**config.mk**
```make
export PLATFORM = sky130hd
export DESIGN_NAME = brca_top
export DESIGN_NICKNAME = d
export VERILOG_FILES = /design/src/brca_pkg.sv /design/src/brca_bcd_step.sv /design/src/brca_sync.sv /design/src/brca_top.sv
export SDC_FILE = /design/constraint.sdc
export NUM_CORES = 1
export LEC_CHECK = 0
export BUFFER_PORTS_ARGS = -buffer_cell sky130_fd_sc_hd__buf_2
export CORE_MARGIN = 8
export CORE_UTILIZATION = 55
export DETAILED_ROUTE_END_ITERATION = 16
export MAX_ROUTING_LAYER = met4
export PLACE_DENSITY = 0.73
export SLEW_MARGIN = 10
export SYNTH_ARGS = -nofsm -noshare
export SYNTH_HDL_FRONTEND = slang
export SYNTH_HIERARCHICAL = 1
export SYNTH_SLANG_ARGS = --single-unit
```
**constraint.sdc**
```tcl
create_clock -name i_core_clk -period 16 [get_ports i_core_clk]
set_clock_uncertainty 0.2 [all_clocks]
set_input_delay 1.6 -clock i_core_clk [delete_from_list [all_inputs] [get_ports i_core_clk]]
set_output_delay 1.6 -clock i_core_clk [all_outputs]
set_load 0.005 [all_outputs]
```
**src/brca_pkg.sv**
```systemverilog
// ============================================================
// shared constants and types of the clock/calendar block
// ============================================================
package brca_pkg;

  // ==========================================================
  // register byte offsets on the apb bus
  // ==========================================================
  localparam logic [7:0] BRCA_OFS_CAL = 8'h00;
  localparam logic [7:0] BRCA_OFS_PAD = 8'h04;
  localparam logic [7:0] BRCA_OFS_ALM = 8'h08;
  localparam logic [7:0] BRCA_OFS_TIME = 8'h0C;
  localparam logic [7:0] BRCA_OFS_AWIN = 8'h10;

  // ==========================================================
  // field positions
  // ==========================================================
  localparam int BRCA_CAL_ON_BIT = 15;
  localparam int BRCA_CAL_UNLOCK_BIT = 13;
  localparam int BRCA_CAL_SYNC_BIT = 12;
  localparam int BRCA_CAL_HALF_BIT = 11;
  localparam int BRCA_CAL_PINEN_BIT = 10;
  localparam int BRCA_CAL_PTR_LSB = 8;
  localparam int BRCA_PAD_SEL_LSB = 1;
  localparam int BRCA_ALM_ON_BIT = 15;
  localparam int BRCA_ALM_CHIME_BIT = 14;
  localparam int BRCA_ALM_MASK_LSB = 10;
  localparam int BRCA_ALM_PTR_LSB = 8;

  // ==========================================================
  // bcd field masks and limits
  // ==========================================================
  localparam logic [7:0] BRCA_MSK_SEC = 8'h7F;
  localparam logic [7:0] BRCA_MSK_HR = 8'h3F;
  localparam logic [7:0] BRCA_MSK_WD = 8'h07;
  localparam logic [7:0] BRCA_MSK_MTH = 8'h1F;
  localparam logic [7:0] BRCA_MAX_SEC = 8'h59;
  localparam logic [7:0] BRCA_MAX_HR = 8'h23;
  localparam logic [7:0] BRCA_MAX_WD = 8'h06;
  localparam logic [7:0] BRCA_MAX_MTH = 8'h12;
  localparam logic [7:0] BRCA_MAX_YR = 8'h99;
  localparam logic [7:0] BRCA_ONE = 8'h01;
  localparam logic [7:0] BRCA_REPEAT_TOP = 8'hFF;

  // ==========================================================
  // reset values and timing counts
  // ==========================================================
  localparam logic [7:0] BRCA_RST_YEAR = 8'h00;
  localparam logic [7:0] BRCA_RST_MONTH = 8'h01;
  localparam logic [7:0] BRCA_RST_DAY = 8'h01;
  localparam int BRCA_REF_PER_SEC = 32768;
  localparam int BRCA_SYNC_WIN = 32;

  // source routed to the clock output pin
  typedef enum logic [1:0] {
    BRCA_PIN_ALARM,
    BRCA_PIN_SECONDS,
    BRCA_PIN_REFCLK,
    BRCA_PIN_RSVD
  } brca_pin_src_t;

  // state of the input synchroniser
  typedef struct packed {
    logic [2:0] ff;
    logic level;
    logic rise;
  } brca_sync_state_t;

  // whole state of the top module
  typedef struct packed {
    logic pready;
    logic pslverr;
    logic [31:0] prdata;
    logic on;
    logic unlock;
    logic pin_en;
    logic [1:0] tptr;
    logic [7:0] cal;
    brca_pin_src_t pin_sel;
    logic alm_on;
    logic chime;
    logic [3:0] amask;
    logic [1:0] aptr;
    logic [7:0] arpt;
    logic [7:0] sec;
    logic [7:0] min;
    logic [7:0] hr;
    logic [7:0] wd;
    logic [7:0] day;
    logic [7:0] mth;
    logic [7:0] yr;
    logic [7:0] asec;
    logic [7:0] amin;
    logic [7:0] ahr;
    logic [7:0] awd;
    logic [7:0] aday;
    logic [7:0] amth;
    logic signed [16:0] pre;
    logic half_ev;
    logic sec_ev;
    logic alm_pulse;
    logic pin;
    logic pin_oe;
  } brca_top_state_t;

  localparam brca_top_state_t BRCA_TOP_RST = '{
    pin_sel: BRCA_PIN_ALARM,
    yr: BRCA_RST_YEAR,
    mth: BRCA_RST_MONTH,
    day: BRCA_RST_DAY,
    default: '0
  };

endpackage

```
**src/brca_bcd_step.sv**
```systemverilog
`timescale 1ns/1ps
// ============================================================
// one bcd calendar field: increment with wrap
// ============================================================
module brca_bcd_step (
  input wire logic [7:0] i_val,
  input wire logic [7:0] i_min,
  input wire logic [7:0] i_max,
  input wire logic i_inc,
  output logic [7:0] o_next,
  output logic o_wrap
);

  // ==========================================================
  // increment
  // ==========================================================
  // at or past the top the field wraps, so a bad value recovers
  always_comb begin
    o_next = i_val;
    o_wrap = 1'b0;
    if (i_inc) begin
      if (i_val >= i_max) begin
        o_next = i_min;
        o_wrap = 1'b1;
      end else if (i_val[3:0] >= 4'h9) begin
        o_next = {i_val[7:4] + 4'h1, 4'h0};
      end else begin
        o_next = {i_val[7:4], i_val[3:0] + 4'h1};
      end
    end
  end

endmodule

```
**src/brca_sync.sv**
```systemverilog
`timescale 1ns/1ps
// ============================================================
// three-stage synchroniser with agreement filter
// ============================================================
module brca_sync import brca_pkg::*; (
  input wire logic i_core_clk,
  input wire logic i_resetn,
  input wire logic i_async,
  output logic o_level,
  output logic o_rise
);

  brca_sync_state_t s_q; // registered state
  brca_sync_state_t s_d; // next state

  // ==========================================================
  // next state
  // ==========================================================
  // first stage feeds only the second; level moves once 2 and 3 agree
  always_comb begin
    s_d = s_q;
    s_d.ff = {s_q.ff[1:0], i_async};
    if (s_q.ff[1] == s_q.ff[2]) begin
      s_d.level = s_q.ff[2];
    end
    s_d.rise = s_d.level & ~s_q.level;
  end

  // ==========================================================
  // registers
  // ==========================================================
  always_ff @(posedge i_core_clk or negedge i_resetn) begin
    if (!i_resetn) begin
      s_q <= '0;
    end else begin
      s_q <= s_d;
    end
  end

  assign o_level = s_q.level;
  assign o_rise = s_q.rise;

endmodule

```
**src/brca_top.sv**
```systemverilog
`timescale 1ns/1ps
module brca_top import brca_pkg::*; #(
  parameter int REF_DIV = BRCA_REF_PER_SEC,
  parameter int ADDR_W = 8
) (
  input wire logic i_core_clk,
  input wire logic i_resetn,
  input wire logic i_crystal_osc,
  input wire logic i_lowpower_internal_osc,
  input wire logic i_reference_clock_sel,
  input wire logic i_psel,
  input wire logic i_penable,
  input wire logic i_pwrite,
  input wire logic [ADDR_W-1:0] i_paddr,
  input wire logic [31:0] i_pwdata,
  input wire logic [3:0] i_pstrb,
  output logic [31:0] o_prdata,
  output logic o_pready,
  output logic o_pslverr,
  output logic o_clock_pin,
  output logic o_clock_pin_oe
);

  // ==========================================================
  // elaboration checks
  // ==========================================================
  // prescaler must hold -512..REF_DIV-1 in 17 signed bits
  if (REF_DIV < 1024 || REF_DIV > 65536 || (REF_DIV % 2) != 0) begin : g_bad_div
    $error("REF_DIV out of range");
  end
  if (ADDR_W < 5) begin : g_bad_addr
    $error("ADDR_W too small");
  end

  localparam logic signed [16:0] PRE_TOP = 17'(REF_DIV - 1); // last tick of a second
  localparam logic signed [16:0] PRE_HALF = 17'(REF_DIV / 2); // start of second half
  localparam logic signed [16:0] PRE_SYNC = 17'(REF_DIV - BRCA_SYNC_WIN); // ripple window

  brca_top_state_t s_q; // registered state
  brca_top_state_t s_d; // next state
  logic ref_level; // filtered reference clock
  logic ref_rise; // one pulse per reference edge
  logic ref_tick; // counted reference edge
  logic sec_tick; // second boundary
  logic half_tick; // half second boundary
  logic half_flag; // in second half of second
  logic sync_flag; // rollover imminent
  logic [7:0] cur [7]; // field values, sec..yr, weekday
  logic [7:0] lo [7]; // field minimums
  logic [7:0] hi [7]; // field maximums
  logic [7:0] nxt [7]; // field next values
  logic inc [7]; // field increment
  logic wrap [7]; // field carry out
  logic alm_hit; // alarm match this half second
  logic [31:0] rd; // read data mux
  logic hit; // address is mapped
  logic [7:0] ofs; // byte offset
  logic [15:0] wd16; // write data low half
  logic access; // access phase completes now
  logic [15:0] twin; // time window read
  logic [15:0] awin; // alarm window read

  // ==========================================================
  // functions
  // ==========================================================
  // window pair decode, shared by time and alarm windows
  function automatic logic [15:0] brca_win_pick(input logic [1:0] ptr, input logic [15:0] w0,
      input logic [15:0] w1, input logic [15:0] w2, input logic [15:0] w3);
    logic [15:0] r;
    r = w0;
    unique case (ptr)
      2'b00: r = w0;
      2'b01: r = w1;
      2'b10: r = w2;
      2'b11: r = w3;
    endcase
    return r;
  endfunction

  // last day of month in bcd
  function automatic logic [7:0] brca_month_len(input logic [7:0] mth, input logic [7:0] yr);
    logic leap;
    leap = (!yr[4] && (yr[3:0] == 4'h0 || yr[3:0] == 4'h4 || yr[3:0] == 4'h8)) ||
        (yr[4] && (yr[3:0] == 4'h2 || yr[3:0] == 4'h6));
    case (mth)
      8'h02: brca_month_len = leap ? 8'h29 : 8'h28;
      8'h04, 8'h06, 8'h09, 8'h11: brca_month_len = 8'h30;
      default: brca_month_len = 8'h31;
    endcase
  endfunction

  // ==========================================================
  // reference clock capture
  // ==========================================================
  // source mux ahead of the synchroniser; the strap is static
  brca_sync u_ref_sync (
    .i_core_clk(i_core_clk),
    .i_resetn(i_resetn),
    .i_async(i_reference_clock_sel ? i_crystal_osc : i_lowpower_internal_osc),
    .o_level(ref_level),
    .o_rise(ref_rise)
  );

  // prescaler events; the clock only runs while the module is on
  assign ref_tick = s_q.on & ref_rise;
  assign sec_tick = ref_tick & (s_q.pre == PRE_TOP);
  assign half_tick = ref_tick & (s_q.pre == PRE_HALF - 17'sd1);
  assign half_flag = s_q.pre >= PRE_HALF;
  assign sync_flag = s_q.on & (s_q.pre >= PRE_SYNC);

  // ==========================================================
  // calendar fields
  // ==========================================================
  assign cur = '{s_q.sec, s_q.min, s_q.hr, s_q.day, s_q.mth, s_q.yr, s_q.wd};
  assign lo = '{8'h00, 8'h00, 8'h00, BRCA_ONE, BRCA_ONE, 8'h00, 8'h00};
  assign hi = '{BRCA_MAX_SEC, BRCA_MAX_SEC, BRCA_MAX_HR, brca_month_len(s_q.mth, s_q.yr),
      BRCA_MAX_MTH, BRCA_MAX_YR, BRCA_MAX_WD};
  assign inc[0] = sec_tick;
  assign inc[1] = wrap[0];
  assign inc[2] = wrap[1];
  assign inc[3] = wrap[2];
  assign inc[4] = wrap[3];
  assign inc[5] = wrap[4];
  assign inc[6] = wrap[2];

  for (genvar g = 0; g < 7; g++) begin : g_field
    brca_bcd_step u_step (
      .i_val(cur[g]),
      .i_min(lo[g]),
      .i_max(hi[g]),
      .i_inc(inc[g]),
      .o_next(nxt[g]),
      .o_wrap(wrap[g])
    );
  end

  // ==========================================================
  // alarm match
  // ==========================================================
  // checked one cycle after the boundary, against updated time;
  // a february 29 date only matches in a leap year
  always_comb begin
    alm_hit = 1'b0;
    case (s_q.amask)
      4'h0: alm_hit = 1'b1;
      4'h1: alm_hit = s_q.sec_ev;
      4'h2: alm_hit = s_q.sec_ev && s_q.sec[3:0] == s_q.asec[3:0];
      4'h3: alm_hit = s_q.sec_ev && s_q.sec == s_q.asec;
      4'h4: alm_hit = s_q.sec_ev && s_q.sec == s_q.asec && s_q.min[3:0] == s_q.amin[3:0];
      4'h5: alm_hit = s_q.sec_ev && {s_q.sec, s_q.min} == {s_q.asec, s_q.amin};
      4'h6: alm_hit = s_q.sec_ev && {s_q.sec, s_q.min, s_q.hr} == {s_q.asec, s_q.amin, s_q.ahr};
      4'h7: alm_hit = s_q.sec_ev && {s_q.sec, s_q.min, s_q.hr, s_q.wd} ==
          {s_q.asec, s_q.amin, s_q.ahr, s_q.awd};
      4'h8: alm_hit = s_q.sec_ev && {s_q.sec, s_q.min, s_q.hr, s_q.day} ==
          {s_q.asec, s_q.amin, s_q.ahr, s_q.aday};
      4'h9: alm_hit = s_q.sec_ev && {s_q.sec, s_q.min, s_q.hr, s_q.day, s_q.mth} ==
          {s_q.asec, s_q.amin, s_q.ahr, s_q.aday, s_q.amth};
      default: alm_hit = 1'b0;
    endcase
    alm_hit = alm_hit & s_q.alm_on & s_q.half_ev;
  end

  // ==========================================================
  // register read decode
  // ==========================================================
  // time and alarm window pairs
  // year in low byte, upper byte zero
  assign twin = brca_win_pick(s_q.tptr, {s_q.min, s_q.sec}, {s_q.wd, s_q.hr},
      {s_q.mth, s_q.day}, {8'h00, s_q.yr});
  assign awin = brca_win_pick(s_q.aptr, {s_q.amin, s_q.asec}, {s_q.awd, s_q.ahr},
      {s_q.amth, s_q.aday}, 16'h0000);
  assign ofs = 8'(i_paddr);
  assign wd16 = i_pwdata[15:0];
  assign access = i_psel & i_penable & s_q.pready;

  always_comb begin
    hit = 1'b1;
    rd = 32'h0000_0000;
    case (ofs)
      BRCA_OFS_CAL: rd = {16'h0000, s_q.on, 1'b0, s_q.unlock, sync_flag, half_flag,
          s_q.pin_en, s_q.tptr, s_q.cal};
      BRCA_OFS_PAD: rd = {29'h0, s_q.pin_sel, 1'b0};
      BRCA_OFS_ALM: rd = {16'h0000, s_q.alm_on, s_q.chime, s_q.amask, s_q.aptr, s_q.arpt};
      BRCA_OFS_TIME: rd = {16'h0000, twin};
      BRCA_OFS_AWIN: rd = {16'h0000, awin};
      // unmapped: error answer, zero data
      default: hit = 1'b0;
    endcase
  end

  // ==========================================================
  // next state
  // ==========================================================
  always_comb begin
    s_d = s_q;
    // ---- prescaler and drift calibration ----
    if (ref_tick) begin
      s_d.pre = s_q.pre + 17'sd1;
    end
    if (sec_tick) begin
      // on a minute wrap, a positive count starts the next second 4*cal ticks in
      // negative count starts it 4*|cal| ticks early, zero none
      s_d.pre = wrap[0] ? $signed({{7{s_q.cal[7]}}, s_q.cal, 2'b00}) : 17'sd0;
      s_d.sec = nxt[0];
      s_d.min = nxt[1];
      s_d.hr = nxt[2];
      s_d.day = nxt[3];
      s_d.mth = nxt[4];
      s_d.yr = nxt[5];
      s_d.wd = nxt[6];
    end
    s_d.sec_ev = sec_tick;
    s_d.half_ev = sec_tick | half_tick;

    // ---- apb slave, zero wait states ----
    s_d.pready = i_psel & ~i_penable;
    if (i_psel & ~i_penable) begin
      s_d.prdata = rd;
      s_d.pslverr = ~hit | (i_paddr[1:0] != 2'b00);
    end
    if (access && hit && i_paddr[1:0] == 2'b00) begin
      if (i_pwrite) begin
        case (ofs)
          BRCA_OFS_CAL: begin
            if (i_pstrb[1]) begin
              if (s_q.unlock) begin
                s_d.on = wd16[BRCA_CAL_ON_BIT];
              end
              s_d.unlock = wd16[BRCA_CAL_UNLOCK_BIT];
              s_d.pin_en = wd16[BRCA_CAL_PINEN_BIT];
              s_d.tptr = wd16[BRCA_CAL_PTR_LSB+:2];
            end
            if (i_pstrb[0]) begin
              s_d.cal = wd16[7:0];
            end
          end
          BRCA_OFS_PAD: begin
            if (i_pstrb[0]) begin
              s_d.pin_sel = brca_pin_src_t'(wd16[BRCA_PAD_SEL_LSB+:2]);
            end
          end
          BRCA_OFS_ALM: begin
            if (i_pstrb[1]) begin
              s_d.alm_on = wd16[BRCA_ALM_ON_BIT];
              s_d.chime = wd16[BRCA_ALM_CHIME_BIT];
              s_d.amask = wd16[BRCA_ALM_MASK_LSB+:4];
              s_d.aptr = wd16[BRCA_ALM_PTR_LSB+:2];
            end
            if (i_pstrb[0]) begin
              s_d.arpt = wd16[7:0];
            end
          end
          BRCA_OFS_TIME: begin
            if (s_q.unlock) begin
              unique case (s_q.tptr)
                2'b00: begin
                  if (i_pstrb[1]) s_d.min = wd16[15:8] & BRCA_MSK_SEC;
                  if (i_pstrb[0]) begin
                    s_d.sec = wd16[7:0] & BRCA_MSK_SEC;
                    // restart the second, half flag clears
                    s_d.pre = 17'sd0;
                  end
                end
                2'b01: begin
                  if (i_pstrb[1]) s_d.wd = wd16[15:8] & BRCA_MSK_WD;
                  if (i_pstrb[0]) s_d.hr = wd16[7:0] & BRCA_MSK_HR;
                end
                2'b10: begin
                  if (i_pstrb[1]) s_d.mth = wd16[15:8] & BRCA_MSK_MTH;
                  if (i_pstrb[0]) s_d.day = wd16[7:0] & BRCA_MSK_HR;
                end
                2'b11: begin
                  if (i_pstrb[0]) s_d.yr = wd16[7:0];
                end
              endcase
            end
            // pointer steps down on high byte write
            if (i_pstrb[1] && s_q.tptr != 2'b00) begin
              s_d.tptr = s_q.tptr - 2'b01;
            end
          end
          BRCA_OFS_AWIN: begin
            unique case (s_q.aptr)
              2'b00: begin
                if (i_pstrb[1]) s_d.amin = wd16[15:8] & BRCA_MSK_SEC;
                if (i_pstrb[0]) s_d.asec = wd16[7:0] & BRCA_MSK_SEC;
              end
              2'b01: begin
                if (i_pstrb[1]) s_d.awd = wd16[15:8] & BRCA_MSK_WD;
                if (i_pstrb[0]) s_d.ahr = wd16[7:0] & BRCA_MSK_HR;
              end
              2'b10: begin
                if (i_pstrb[1]) s_d.amth = wd16[15:8] & BRCA_MSK_MTH;
                if (i_pstrb[0]) s_d.aday = wd16[7:0] & BRCA_MSK_HR;
              end
              2'b11: begin
              end
            endcase
            // pointer steps down on high byte write
            if (i_pstrb[1] && s_q.aptr != 2'b00) begin
              s_d.aptr = s_q.aptr - 2'b01;
            end
          end
          default: begin
          end
        endcase
      end else begin
        // a read covers both bytes, so any window read steps
        // its own pointer down, time or alarm
        if (ofs == BRCA_OFS_TIME && s_q.tptr != 2'b00) begin
          s_d.tptr = s_q.tptr - 2'b01;
        end
        if (ofs == BRCA_OFS_AWIN && s_q.aptr != 2'b00) begin
          s_d.aptr = s_q.aptr - 2'b01;
        end
      end
    end

    // ---- alarm event, after software so hardware wins ----
    if (s_q.half_ev) begin
      s_d.alm_pulse = alm_hit;
    end
    if (alm_hit) begin
      if (s_q.arpt == 8'h00) begin
        if (s_q.chime) begin
          s_d.arpt = BRCA_REPEAT_TOP;
        end else begin
          // last event turns the alarm off
          s_d.alm_on = 1'b0;
        end
      end else begin
        s_d.arpt = s_q.arpt - 8'h01;
      end
    end

    // ---- clock output pin ----
    // source select, reserved code drives low
    unique case (s_q.pin_sel)
      BRCA_PIN_ALARM: s_d.pin = s_q.pin_en & s_q.alm_pulse;
      BRCA_PIN_SECONDS: s_d.pin = s_q.pin_en & ~half_flag;
      BRCA_PIN_REFCLK: s_d.pin = s_q.pin_en & ref_level;
      BRCA_PIN_RSVD: s_d.pin = 1'b0;
    endcase
    s_d.pin_oe = s_q.pin_en;
  end

  // ==========================================================
  // registers
  // ==========================================================
  // the only reset is power-on, so configuration survives others
  always_ff @(posedge i_core_clk or negedge i_resetn) begin
    if (!i_resetn) begin
      s_q <= BRCA_TOP_RST;
    end else begin
      s_q <= s_d;
    end
  end

  assign o_prdata = s_q.prdata;
  assign o_pready = s_q.pready;
  assign o_pslverr = s_q.pslverr;
  assign o_clock_pin = s_q.pin;
  assign o_clock_pin_oe = s_q.pin_oe;

endmodule

```
## Word level (Yosys, flattened, before mapping)

Index checks and enable logic that the tools add are counted.

| cells by class | value |
|---|---|
| eq/ne operators | 48 |
| reductions and logical operators | 49 |
| $add $sub $neg | 18 |
| order comparisons | 16 |
| bitwise gates (word level) | 19 |
| multiplexer cells | 93 |

Operator list:

| cell | number |
|---|---|
| $mux 8 | 34 |
| $mux 56 | 3 |
| $mux 137 | 1 |
| $mux 129 | 1 |
| $pmux 16 s4 | 2 |
| $mux 17 | 7 |
| $mux 16 | 5 |
| $pmux 16 s5 | 1 |
| $eq 32x31->1 | 2 |
| $add 4x1->4 const B | 14 |
| $mux 48 | 1 |
| $reduce_and 5->1 | 9 |
| $eq 40x39->1 | 1 |
| $ge 17x16->1 const B | 2 |
| $ge 4x4->1 const B | 7 |
| $eq 24x23->1 | 1 |
| $eq 4x3->1 const B | 6 |
| $eq 8x3->1 const B | 3 |
| $eq 8x4->1 const B | 3 |
| $mux 6 | 4 |
| $add 17x2->17 const B | 1 |
| $eq 17x15->1 const B | 1 |
| $eq 17x16->1 const B | 1 |
| $mux 1 | 17 |
| 43 further kinds | 116 |

| storage, ports and cells | value |
|---|---|
| register bits | 182 |
| input port bits | 52 |
| output and inout port bits | 36 |
| logic and storage cells | 279 |

## Depth between registers and ports, before layout

| logic depth | value |
|---|---|
| word-level depth | 22 |
| depth in mapped cells | 31 |
| gate-level depth less buffers | 19 |

## Cells and area by module

The synthesis kept the hierarchy.

By module, submodules not included:

| module | cells an instance | area an instance (um^2) | instances | seq. area each (um^2) |
|---|---|---|---|---|
| brca_top | 941 | 9039.9 | 1 | 4031.4 |
| brca_bcd_step | 85 | 660.6 | 7 | 0.0 |
| brca_sync | 7 | 146.4 | 1 | 125.1 |

## Least setup slack after synthesis

No wires, ideal clock.

| timing path | value |
|---|---|
| kind | flip-flop to flip-flop |
| from | register s_q[6] (netlist bit) |
| to | register s_q (netlist bit cur[11]) |
| setup time | 0.130 ns |
| period minus slack after synthesis | 7.381 ns |
| buffers on the path | 13 |
| stages on the path, launching flop included | 31 |
| required time | 15.670 ns |
| data arrival time | 7.051 ns |
| path slack | 8.619 ns |
| path through | dfrtp_1 ha_1 nand4_1 nor3_1 nand3_1 nor3_1 nand2_1 inv_2 buf_4 buf_2 buf_1 clkbuf_1 and2_2 buf_1 clkbuf_1 and2_2 buf_1 clkbuf_1 and2_2 buf_1 clkbuf_1 and2_2 buf_1 clkbuf_1 and2_2 buf_1 o311ai_0 a211oi_1 nor3_1 mux2i_1 o21ai_0 |

RTL lines:

| what | RTL line | source |
|---|---|---|
| start, declared | brca_top.sv:39 | `brca_top_state_t s_q;` |
| start signal, assigned | brca_top.sv:353 | `s_q <= BRCA_TOP_RST;` |
| start signal, assigned | brca_top.sv:355 | `s_q <= s_d;` |

==> flow_metrics.env <==
export IMPL_reg2reg_depth=16
export IMPL_slew_viol_final=0
export IMPL_place_ws_ns=9.84
export IMPL_overflow=0
export IMPL_maxCapViolations=0
export IMPL_cts_htree_levels=4
export IMPL_viasPerCell=6.03
export IMPL_rrSetupSlack_ns=9.67
export IMPL_power_w=0.000940
export IMPL_ant_nets=0
export IMPL_synthCells=1541
export IMPL_drt_iter0_drc=1025
export IMPL_hpwlAfterDp_um=26600
export IMPL_track_usage=0.248
export IMPL_post_cts_resized=0
export IMPL_critPathKind="reg2reg"
export IMPL_cts_hold_buf=0
export IMPL_num_vias=12000
export IMPL_grt_pass1_wl_um=60300
export IMPL_leakagePower_nw=6.69
export IMPL_final_period_utilization=0.396
export IMPL_setup_worst_path_start_class="flop"
export IMPL_grt_max_degree=92
export IMPL_grt_pass1_vias=11700
export IMPL_nFillCells=2134
export IMPL_r2r_end="cur[14]$_DFF_PN0_"
export IMPL_syn_to_final_growth_pct=9.50
export IMPL_start_util=0.554
export IMPL_clock_fmax_mhz=158
export IMPL_cts_root_buf="clkbuf_16"
export IMPL_nets=1796
export IMPL_routed_wirelength_um=36800
export IMPL_clk_latency_ns=0.44
export IMPL_cts_made_buffers=17
export IMPL_drive_gt1_frac=0.149
export IMPL_final_setup_tns_ns=0
export IMPL_clockBufferDepth=2
export IMPL_finalHoldViolCount=0
export IMPL_min_period_ns=6.33
export IMPL_cts_sinks=166
export IMPL_cp_max_fo=45
export IMPL_hold_path_class="reg2reg"
export IMPL_critical_path_arrival_ns=6.49
export IMPL_fp_dieH_um=174
export IMPL_cts_setup_buffers=0
export IMPL_io_buffers=53
export IMPL_crit_required_ns=16.16
export IMPL_gp_congestion=0.922
export IMPL_ioPinCount=88
export IMPL_remaining_drc_errors=0
export IMPL_core_area_mm2=0.0249
export IMPL_post_drt_wl_per_cell_um=18.5
export IMPL_firstDrtPassIters=8
export IMPL_r2r_start="s_q[156]$_DFFE_PN0P_"
export IMPL_rows=58
export IMPL_vdd_drop_max_uv=67.7
export IMPL_fp_dieW_um=174
export IMPL_status="completed"
export IMPL_antenna_found_initial=0
export IMPL_setup_viol=0
export IMPL_hold_path_startpoint="u_ref_sync/s_d[3]$_DFF_PN0_"
export IMPL_rsz0062_at_grt="false"
export IMPL_n_antenna_cell=0
export IMPL_setup_slack_ns=9.67
export IMPL_timing_hold_ws_ns=0.158
export IMPL_min_path_cells=0
export IMPL_synth_area_mm2=0.0138
export IMPL_relSlewSlack=0.223
export IMPL_power_density_mw_per_mm2=62.2
export IMPL_hold_end="u_ref_sync/s_d[4]$_DFF_PN0_"
export IMPL_die_area_mm2=0.0304
export IMPL_cts_tree="done"
export IMPL_clk_pin_slew_ns=0.07
export IMPL_yosysWarnings=6
export IMPL_cp_end_kind="flop"
export IMPL_postSynthAreaPerCell_um2=8.95
export IMPL_worst_pin_slew_ns=1.16
## worst max path at each step
stage                    startpoint                 to  cells after the start
6_report       s_q[156]$_DFFE_PN0P_  cur[14]$_DFF_PN0_                     16
5_1_grt        s_q[156]$_DFFE_PN0P_  cur[15]$_DFF_PN0_                     16
4_1_cts        s_q[156]$_DFFE_PN0P_  cur[14]$_DFF_PN0_                     16
3_5_place_dp   s_q[156]$_DFFE_PN0P_  cur[14]$_DFF_PN0_                     16
3_3_place_gp   s_q[156]$_DFFE_PN0P_  cur[14]$_DFF_PN0_                     16
2_1_floorplan      s_q[6]$_DFF_PN0_  cur[11]$_DFF_PN0_                     30
## sequential cells by signal, summed over array words and instances (netlist names)
register	flops
o_clock_pin	1
o_clock_pin_oe	1
o_prdata	16
o_pready	1
s_q	84
u_ref_sync/s_d	2
o_pslverr	1
u_ref_sync/o_level	1
u_ref_sync/s_q	1
cur	56
s_d	1
u_ref_sync/o_rise	1
## critical path: stages (launching register included)
cell and delay [ns]:
dfrtp_1 0.55, nand4_1 0.23, nor3_1 0.47, nand3_1 0.22
nor3_1 0.28, nand2_1 0.14, clkinv_2 0.07, and2_2 0.50
and2_2 0.54, and2_2 0.77, and2_2 0.54, and2_2 0.53
or3b_2 0.48, a211oi_1 0.28, a311o_1 0.16, mux2i_1 0.06
o21ai_0 0.19
## cell type report
cell class                      instances  area [um^2]  area share
Clock buffer                           17          425      0.0282
Clock inverter                         15          208      0.0137
Inverter                              103          388      0.0257
Multi-Input combinational cell       1299         9200       0.609
Sequential cell                       166         4160       0.275
Tap cell                              330          413      0.0273
Timing Repair Buffer                   59          317      0.0210
## per-stage QoR
stage                     cell area [um^2]  utilization  cells
after floorplan                      14300            -   1664
after global placement               14500        0.581   1957
after detailed placement             14500        0.581   1957
after CTS                            15100        0.607   1989
after global routing                 15100        0.607   1989
final                                15100        0.607   1989
## power breakdown
part	switching (W)	leakage (nW)	internal, W	total, W
Clock	0.000193	0.304	0.000253	0.000445
Sequential	0.00000231	2.14	0.000423	0.000425
Combinational	0.0000475	4.24	0.0000224	0.0000698
## cell usage in the layout, fill, tap and decap left out, drive strengths merged, types with 26 or more instances in the layout
master / instances
nor2: 61
a221oi: 27
a21oi: 42
dfrtp: 164
mux2: 55
nor2b: 49
o21ai: 103
xor2: 26
mux2i: 48
nand3: 48
inv: 110
nand2: 203
conb: 125
nor3: 49
buf: 59
ha: 98
## per-layer routing
layer / track usage / vias up / part of all wire
li1: - / 5712 / -
met1: 0.310 / 5793 / 0.43
met2: 0.401 / 403 / 0.47
met3: 0.0371 / 83 / 0.066
met4: 0.0958 / 0 / 0.034
met5: - / - / 0
Note: power is estimated with default switching activity, not from simulation.
